===== config.mk =====
export PLATFORM = sky130hd
export DESIGN_NAME = psc_sequencer
export DESIGN_NICKNAME = d
export VERILOG_FILES = /design/src/pkg/psc_pkg.sv /design/src/verilog/psc_data_mem.sv /design/src/verilog/psc_sequencer.sv
export SDC_FILE = /design/constraint.sdc
export NUM_CORES = 1
export LEC_CHECK = 0
export BUFFER_PORTS_ARGS = -buffer_cell sky130_fd_sc_hd__buf_2
export CAP_MARGIN = 0
export CORE_MARGIN = 2
export CORE_UTILIZATION = 40
export DETAILED_ROUTE_END_ITERATION = 16
export GPL_TIMING_DRIVEN = 0
export SETUP_SLACK_MARGIN = 0.5
export SYNTH_ARGS = -nofsm -noshare
export SYNTH_HDL_FRONTEND = slang
export SYNTH_SLANG_ARGS = --single-unit

===== constraint.sdc =====
create_clock -name clk_in -period 4.03 [get_ports clk_in]
set_input_delay 0.6045 -clock clk_in [delete_from_list [all_inputs] [get_ports clk_in]]
set_output_delay 0.6045 -clock clk_in [all_outputs]
set_load 0.05 [all_outputs]

===== src/pkg/psc_pkg.sv =====
// shared constants and carrier types of the program sequencer
package psc_pkg;

  // ----------------------------------------------------------------
  // widths
  // ----------------------------------------------------------------
  localparam int PSC_PC_WIDTH = 10;
  localparam int PSC_LEN_WIDTH = 2;
  localparam int PSC_DM_ADDR_WIDTH = 4;
  localparam int PSC_DM_DATA_WIDTH = 8;
  localparam int PSC_DM_DEPTH = 16;
  localparam int PSC_RET_LOW_WIDTH = 8;
  localparam int PSC_RET_HIGH_WIDTH = 2;

  // ----------------------------------------------------------------
  // reset values and fixed locations
  // ----------------------------------------------------------------
  localparam logic [PSC_PC_WIDTH-1:0] PSC_PC_RESET = 10'h000;
  localparam logic PSC_SP_RESET = 1'b0;
  localparam logic PSC_SP_ACTIVE = 1'b1;
  // the last data-memory word doubles as the low return-address byte
  localparam logic [PSC_DM_ADDR_WIDTH-1:0] PSC_SHARED_WORD = 4'hf;
  localparam logic [PSC_LEN_WIDTH-1:0] PSC_LEN_ZERO = 2'h0;

  // ----------------------------------------------------------------
  // operations presented by the instruction decoder
  // ----------------------------------------------------------------
  typedef enum logic [2:0] {
    PSC_OP_STEP,
    PSC_OP_BRANCH_UNCONDITIONAL,
    PSC_OP_BRANCH_IF_CARRY_SET,
    PSC_OP_BRANCH_IF_CARRY_CLEAR,
    PSC_OP_BRANCH_IF_FLAG_SET,
    PSC_OP_BRANCH_IF_FLAG_CLEAR,
    PSC_OP_CALL,
    PSC_OP_SUBROUTINE_EXIT
  } psc_kind_type;

  // one executed instruction as seen by the sequencer
  typedef struct packed {
    psc_kind_type kind;
    logic [PSC_LEN_WIDTH-1:0] length;
    logic [PSC_PC_WIDTH-1:0] target;
  } psc_op_type;

  // one ordinary data-memory access from the core
  typedef struct packed {
    logic write;
    logic [PSC_DM_ADDR_WIDTH-1:0] addr;
    logic [PSC_DM_DATA_WIDTH-1:0] wdata;
  } psc_dm_req_type;

endpackage : psc_pkg


===== src/verilog/psc_data_mem.sv =====
// data memory of sixteen byte words with registered read data
`timescale 1ns/100ps

module psc_data_mem (
  input wire logic clk_in,
  input wire logic we_in,
  input wire logic [psc_pkg::PSC_DM_ADDR_WIDTH-1:0] addr_in,
  input wire logic [psc_pkg::PSC_DM_DATA_WIDTH-1:0] wdata_in,
  output logic [psc_pkg::PSC_DM_DATA_WIDTH-1:0] rdata_out
);

  // ----------------------------------------------------------------
  // storage
  // ----------------------------------------------------------------
  // contents survive reset, so the array has no reset branch
  logic [psc_pkg::PSC_DM_DATA_WIDTH-1:0] mem_reg [psc_pkg::PSC_DM_DEPTH];
  logic [psc_pkg::PSC_DM_DATA_WIDTH-1:0] rdata_reg;

  // write port
  always_ff @(posedge clk_in) begin
    if (we_in) begin
      mem_reg[addr_in] <= wdata_in;
    end
  end

  // read port, old data on a same-cycle write
  always_ff @(posedge clk_in) begin
    rdata_reg <= mem_reg[addr_in];
  end

  assign rdata_out = rdata_reg;

endmodule : psc_data_mem


===== src/verilog/psc_sequencer.sv =====
// program counter and one-level call stack of the 4-bit core
`timescale 1ns/100ps


// things a user must know
// - a data write to the shared word changes the low return byte only,
//   so a later return lands at the upper bits joined to the new byte
// - a return stalls the instruction port for one cycle while the
//   shared word is read back through the registered memory port
// - a stack fault costs one idle cycle before fetching from zero
// - a core data access waits one cycle when the stack owns the port
// - the upper return bits hold no defined value until the first call
// - length zero leaves the counter where it is
// - carry and flag are taken as they stand in the accepting cycle

module psc_sequencer (
  input wire logic clk_in,
  input wire logic rst_in,
  input wire logic op_valid_in,
  input wire psc_pkg::psc_op_type op_in,
  input wire logic carry_in,
  input wire logic flag_in,
  output logic op_ready_out,
  output logic [psc_pkg::PSC_PC_WIDTH-1:0] pc_out,
  output logic stack_ptr_out,
  output logic sys_reset_out,
  input wire logic dm_valid_in,
  input wire psc_pkg::psc_dm_req_type dm_req_in,
  output logic dm_ready_out,
  output logic [psc_pkg::PSC_DM_DATA_WIDTH-1:0] dm_rdata_out,
  output logic dm_rvalid_out
);

  // ----------------------------------------------------------------
  // helper functions
  // ----------------------------------------------------------------

  // address of the instruction that follows the one being executed
  function automatic logic [psc_pkg::PSC_PC_WIDTH-1:0] pc_advance(
    input logic [psc_pkg::PSC_PC_WIDTH-1:0] pc,
    input logic [psc_pkg::PSC_LEN_WIDTH-1:0] len
  );
    logic [psc_pkg::PSC_PC_WIDTH-1:0] len_wide;
    len_wide = {8'h00, len};
    return pc + len_wide;
  endfunction : pc_advance

  // true when an operation is one of the five branch kinds
  function automatic logic is_branch(input psc_pkg::psc_kind_type kind);
    return (kind == psc_pkg::PSC_OP_BRANCH_UNCONDITIONAL) ||
           (kind == psc_pkg::PSC_OP_BRANCH_IF_CARRY_SET) ||
           (kind == psc_pkg::PSC_OP_BRANCH_IF_CARRY_CLEAR) ||
           (kind == psc_pkg::PSC_OP_BRANCH_IF_FLAG_SET) ||
           (kind == psc_pkg::PSC_OP_BRANCH_IF_FLAG_CLEAR);
  endfunction : is_branch

  // branch condition against the current carry and status flag
  function automatic logic branch_taken(
    input psc_pkg::psc_kind_type kind,
    input logic carry,
    input logic flag
  );
    logic taken;
    taken = 1'b0;
    case (kind)
      psc_pkg::PSC_OP_BRANCH_UNCONDITIONAL: taken = 1'b1;
      psc_pkg::PSC_OP_BRANCH_IF_CARRY_SET: taken = carry;
      psc_pkg::PSC_OP_BRANCH_IF_CARRY_CLEAR: taken = !carry;
      psc_pkg::PSC_OP_BRANCH_IF_FLAG_SET: taken = flag;
      psc_pkg::PSC_OP_BRANCH_IF_FLAG_CLEAR: taken = !flag;
      default: taken = 1'b0;
    endcase
    return taken;
  endfunction : branch_taken

  // ----------------------------------------------------------------
  // state
  // ----------------------------------------------------------------

  // run takes operations, return waits on the shared word,
  // fault is the one cycle of internal system reset;
  // the enum stays local, as nothing outside sees the state
  typedef enum logic [1:0] {
    PSC_ST_RUN,
    PSC_ST_RETURN,
    PSC_ST_FAULT
  } psc_state_type;

  psc_state_type state_reg;
  psc_state_type state_next;
  logic [psc_pkg::PSC_PC_WIDTH-1:0] pc_reg;
  logic [psc_pkg::PSC_PC_WIDTH-1:0] pc_next;
  logic sp_reg;
  logic sp_next;
  logic [psc_pkg::PSC_RET_HIGH_WIDTH-1:0] ret_high_reg;
  logic [psc_pkg::PSC_RET_HIGH_WIDTH-1:0] ret_high_next;
  logic sys_reset_reg;
  logic sys_reset_next;
  logic dm_rvalid_reg;

  // ----------------------------------------------------------------
  // operation decode
  // ----------------------------------------------------------------

  wire logic accept;
  wire logic op_is_step;
  wire logic op_is_branch;
  wire logic op_is_call;
  wire logic op_is_exit;
  wire logic take_branch;
  wire logic overflow;
  wire logic underflow;
  wire logic call_ok;
  wire logic exit_ok;
  wire logic stack_fault;
  wire logic [psc_pkg::PSC_PC_WIDTH-1:0] pc_seq;
  wire logic [psc_pkg::PSC_PC_WIDTH-1:0] ret_addr;

  // operations are taken only while running; return and fault stall
  assign op_ready_out = (state_reg == PSC_ST_RUN);
  // no operation is taken while reset is held, else a call presented during
  // reset would overwrite the return address that reset must keep
  assign accept = op_valid_in && op_ready_out && !rst_in;

  assign op_is_step = (op_in.kind == psc_pkg::PSC_OP_STEP);
  assign op_is_branch = is_branch(op_in.kind);
  assign op_is_call = (op_in.kind == psc_pkg::PSC_OP_CALL);
  assign op_is_exit = (op_in.kind == psc_pkg::PSC_OP_SUBROUTINE_EXIT);

  assign take_branch = op_is_branch && branch_taken(op_in.kind, carry_in, flag_in);

  assign pc_seq = pc_advance(pc_reg, op_in.length);

  assign overflow = accept && op_is_call && (sp_reg == psc_pkg::PSC_SP_ACTIVE);
  assign underflow = accept && op_is_exit && (sp_reg == psc_pkg::PSC_SP_RESET);

  assign call_ok = accept && op_is_call && !overflow;
  assign exit_ok = accept && op_is_exit && !underflow;

  // either fault leads to the same internal reset
  assign stack_fault = overflow || underflow;

  // the address saved by a call is the one after the call
  assign ret_addr = pc_seq;

  // ----------------------------------------------------------------
  // shared data-memory port
  // ----------------------------------------------------------------

  wire logic seq_uses_mem;
  wire logic dm_accept;
  wire logic mem_we;
  wire logic [psc_pkg::PSC_DM_ADDR_WIDTH-1:0] mem_addr;
  wire logic [psc_pkg::PSC_DM_DATA_WIDTH-1:0] mem_wdata;
  wire logic [psc_pkg::PSC_DM_DATA_WIDTH-1:0] mem_rdata;

  // the stack owns the port on call and return; a core access
  // waits one cycle then, which costs little and avoids a collision
  assign seq_uses_mem = call_ok || exit_ok;
  assign dm_ready_out = !seq_uses_mem;
  assign dm_accept = dm_valid_in && dm_ready_out;

  // low return byte goes to the last word
  // same word also serves plain data
  // a faulting call writes nothing, so the old return byte survives
  assign mem_we = call_ok || (dm_accept && dm_req_in.write);
  assign mem_addr = seq_uses_mem ? psc_pkg::PSC_SHARED_WORD : dm_req_in.addr;
  assign mem_wdata = call_ok ? ret_addr[psc_pkg::PSC_RET_LOW_WIDTH-1:0] : dm_req_in.wdata;

  // byte-wide data memory, read data registered inside
  psc_data_mem u_data_mem (
    .clk_in(clk_in),
    .we_in(mem_we),
    .addr_in(mem_addr),
    .wdata_in(mem_wdata),
    .rdata_out(mem_rdata)
  );

  wire logic core_read;
  wire logic [psc_pkg::PSC_PC_WIDTH-1:0] restore_addr;

  // read data for the core come straight from the memory register
  assign dm_rdata_out = mem_rdata;
  assign dm_rvalid_out = dm_rvalid_reg;
  assign core_read = dm_accept && !dm_req_in.write;

  // return address rebuilt from own upper bits and the shared word
  // the word was read at the edge that took the return
  assign restore_addr = {ret_high_reg, mem_rdata};

  // ----------------------------------------------------------------
  // next-state logic
  // ----------------------------------------------------------------

  // one decision per cycle for counter, pointer and state;
  // run -> return -> run after a good return,
  // run -> fault -> run after a stack fault,
  // every other operation stays in run
  always_comb begin
    state_next = state_reg;
    pc_next = pc_reg;
    sp_next = sp_reg;
    ret_high_next = ret_high_reg;
    sys_reset_next = 1'b0;
    case (state_reg)
      PSC_ST_RUN: begin
        if (stack_fault) begin
          state_next = PSC_ST_FAULT;
          sys_reset_next = 1'b1;
          pc_next = psc_pkg::PSC_PC_RESET;
          sp_next = psc_pkg::PSC_SP_RESET;
        end else if (call_ok) begin
          ret_high_next = ret_addr[psc_pkg::PSC_PC_WIDTH-1:psc_pkg::PSC_RET_LOW_WIDTH];
          sp_next = psc_pkg::PSC_SP_ACTIVE;
          pc_next = op_in.target;
        end else if (exit_ok) begin
          sp_next = psc_pkg::PSC_SP_RESET;
          state_next = PSC_ST_RETURN;
        end else if (accept && take_branch) begin
          pc_next = op_in.target;
        end else if (accept && (op_is_step || op_is_branch)) begin
          pc_next = pc_seq;
        end
      end
      PSC_ST_RETURN: begin
        pc_next = restore_addr;
        state_next = PSC_ST_RUN;
      end
      PSC_ST_FAULT: begin
        // counter and pointer already forced; just resume
        state_next = PSC_ST_RUN;
      end
      default: begin
        state_next = PSC_ST_RUN;
      end
    endcase
  end

  // ----------------------------------------------------------------
  // registers
  // ----------------------------------------------------------------

  // state back to run on reset
  always_ff @(posedge clk_in) begin
    if (rst_in) begin
      state_reg <= PSC_ST_RUN;
    end else begin
      state_reg <= state_next;
    end
  end

  always_ff @(posedge clk_in) begin
    if (rst_in) begin
      pc_reg <= psc_pkg::PSC_PC_RESET;
    end else begin
      pc_reg <= pc_next;
    end
  end

  // one bit marks a live return address
  // no other path writes the pointer
  always_ff @(posedge clk_in) begin
    if (rst_in) begin
      sp_reg <= psc_pkg::PSC_SP_RESET;
    end else begin
      sp_reg <= sp_next;
    end
  end

  // internal reset lasts one cycle; an outside reset clears it
  always_ff @(posedge clk_in) begin
    if (rst_in) begin
      sys_reset_reg <= 1'b0;
    end else begin
      sys_reset_reg <= sys_reset_next;
    end
  end

  // upper return bits keep their value through reset
  // plain data writes never touch the upper bits
  // no reset branch on purpose: reset must not lose a pending return
  always_ff @(posedge clk_in) begin
    ret_high_reg <= ret_high_next;
  end

  // a core read is answered one cycle after it is taken
  always_ff @(posedge clk_in) begin
    if (rst_in) begin
      dm_rvalid_reg <= 1'b0;
    end else begin
      dm_rvalid_reg <= core_read;
    end
  end

  // ----------------------------------------------------------------
  // outputs
  // ----------------------------------------------------------------

  // counter shown as the next fetch address
  // all three come straight from flip-flops, so the core sees no glitch
  assign pc_out = pc_reg;
  assign stack_ptr_out = sp_reg;
  assign sys_reset_out = sys_reset_reg;

endmodule : psc_sequencer


==> results.cfg <==
[cts]
tritoncts = done
cts.root.buffer_cell = clkbuf_16
clk_latency_ps = 430
cts_setup_buffers = 0
clock-sinks = 153
ctsResizeCount = 1
postCtsHoldBufs = 0
clockBufferDepth = 2
numCtsBuffers = 17
htree_levels = 4
path_clk_slew_ps = 60

[synth]
synth_seq_cells = 153
synth_edf_count = 130
synth_top_area_cell = edfxtp_1
synth_area_leaders = edfxtp_1 58%, dfxtp_1 6.9%, mux2_2 3.7%
ys_dominant_reg_cell = edfxtp_1
synth_area_sq_mm = 0.006688
async_flop_share_pct = 0
yosysUniqueCellTypes = 51
yosysTopAreaCellShare_pct = 58.37
syn-instance-count = 492
yosysWarnings = 0
avgSynthCellArea_sq_um = 13.59
ys_seq_area_share_pct = 65.26
syn_nets = 529

[timing]
slew_viol_final = 0
setup_violations = 0
period_needed_ps = 3343
rsz0062_at_grt = yes
final_hold_viol_count = 0
tightest_slew_ps = 963.3
clock_skew_ps = 8.335
fmax_mhz = 299.1
fin_tns_setup_ps = 0
fin_crit_sh_pct = 82.96
relSlewSlack_pct = 35.78

[floorplanning]
core_region_area_sq_mm = 0.01647
dieArea_sq_mm = 0.01777
die_y_um = 133.3
die_width_um = 133.3
rows = 47
start_util_pct = 40.62
pin_count = 57

[global_route]
grt-ovfl-total = 0
grt_pass1_wl_um = 25610
first_global_vias = 4387
grt_max_degree = 17
groute.usage.overall_pct = 19.69
antenna_found_initial = 0

[cells_and_area]
fillCellCount = 1448
final_common_cell = edfxtp_1
layout_common_cells = 130 x edfxtp_1, 57 x buf_2, 37 x nor2_1
largest_reg_flops = 128
nNetsFinal = 601
n_antenna_cell = 0
drive_gt1_share_pct = 24.61
syn_to_final_growth_pct = 16.88

[status]
status = complete, no violations

[hold_path]
hold_class = input pin to register

[placed_design]
io_buffers = 52
gp_congestion = 0.8714
dp_hpwl_um = 11530

[setup_path]
crit_path_end_kind = register
critical_path_class = register to register
cp_data_arrival_time_ps = 3450
cp.required_ps = 4130
cp_slowest_stage_delay_ps = 670
slowest_stage = a21oi_2
crit_fanout = 16
path_cells = or4b_1 -> buf_2 -> nor4_4 -> clkbuf_1 -> nor2_1 -> a21oi_2
cp-start-kind = register

[power_and_ir_drop]
p_per_area_mw_per_mm2 = 465.1
p_leak_nw = 2.683
finalPower_mw = 3.635
ir_worst_vdd_mv = 0.3194

[detailed_routing]
drc = 0
wl_per_cell_um = 21.26
vias = 4387
viasPerCell = 5.504
first_pass_iters = 5
drtIter0Drc = 493
drtAntennaViolNets = 0
route.final.wire_length_um = 16940

[run]
cap_viol_max_count = 0
==> power breakdown <==
| part | leakage [nW] | switching (mW) | internal, mW |
|---|---|---|---|
| Combinational | 1.06 | 0.243 | 0.106 |
| Clock | 0.260 | 0.654 | 0.853 |
| Sequential | 1.36 | 0.0227 | 1.76 |
==> critical path, delay by kind of cell (launching register included) <==
kind | cells | cell delay, ps
buf+inv | 2 | 790
compound gates | 1 | 670
flops | 1 | 360
simple gates | 3 | 1190
==> metrics by stage <==
stage / std cells / hold slack, ps / setup WS, ps / util, % / instance area, sq um
finish: 797 / 435.6 / 686.6 / 47.47 / 7816
global route: 797 / 424.9 / 506.0 / 47.47 / 7816
detailed placement: 765 / 544.1 / -62.01 / 43.98 / 7242
floorplan: 492 / 630.2 / 1216 / - / 6688
global placement: 764 / 535.1 / -72.08 / 43.87 / 7223
CTS: 797 / 408.2 / 657.2 / 47.38 / 7801
==> synth_stat cells (8+ instances only) <==
cell / number
edfxtp_1: 130
nor2_1: 37
a21oi_1: 33
dfxtp_1: 23
mux2_2: 22
nand2_1: 22
clkbuf_1: 21
inv_1: 16
o21ai_0: 11
a311oi_1: 10
nor2b_1: 10
and3_1: 9
a211oi_1: 8
a221oi_1: 8
nand2b_1: 8
nand3b_1: 8
o31ai_1: 8
==> area by class of cell <==
cell class              instances  area (sq um)  area share, %
repair buffers                 53         271.5          3.474
flip-flops and latches        153          4364          55.83
clock buffers                  19         432.9          5.539
inverters                      17         63.81         0.8164
plain buffers                  33         152.6          1.953
well taps                     220         275.3          3.522
clock inverters                13         122.6          1.569
multi-input cells             289          2133          27.29
==> cell families (layout without fill, tap and decap cells) <==
family                     count (synthesis)  count (layout)  share of synthesized area [%]
AOI/OAI and AO/OA                        103             103                          10.87
xor gates and xnor gates                   9               9                          1.179
adders and majority gates                  3               3                         0.6735
buffers and inverters                     50             135                          3.237
DFF                                      153             153                          65.26
muxes                                     36              36                          7.147
and+or+nand+nor                          138             138                          11.64
==> worst paths after layout <==
path	start	end	slack [ps]	cells past startpoint
min	dm_req_in[12]	dm_rvalid_out$_SDFF_PP0_	440	2
max reg2reg	state_reg[1]$_SDFFE_PP0P_	u_data_mem.mem_reg[6][6]$_DFFE_PP_	690	6
max	state_reg[1]$_SDFFE_PP0P_	u_data_mem.mem_reg[6][6]$_DFFE_PP_	690	6
min reg2reg	pc_out[9]$_SDFFE_PP0P_	pc_out[9]$_SDFFE_PP0P_	560	2
==> routing by layer <==
metal | part of all wire (%) | global-route usage [%] | wire [um]
met3 | 7.2 | 6.088 | 1221
met5 | 0 | 0 | 0
met2 | 46 | 30.24 | 7840
met1 | 43 | 25.65 | 7368
met4 | 3.0 | 9.220 | 512
(Power assumes the default switching activity.)
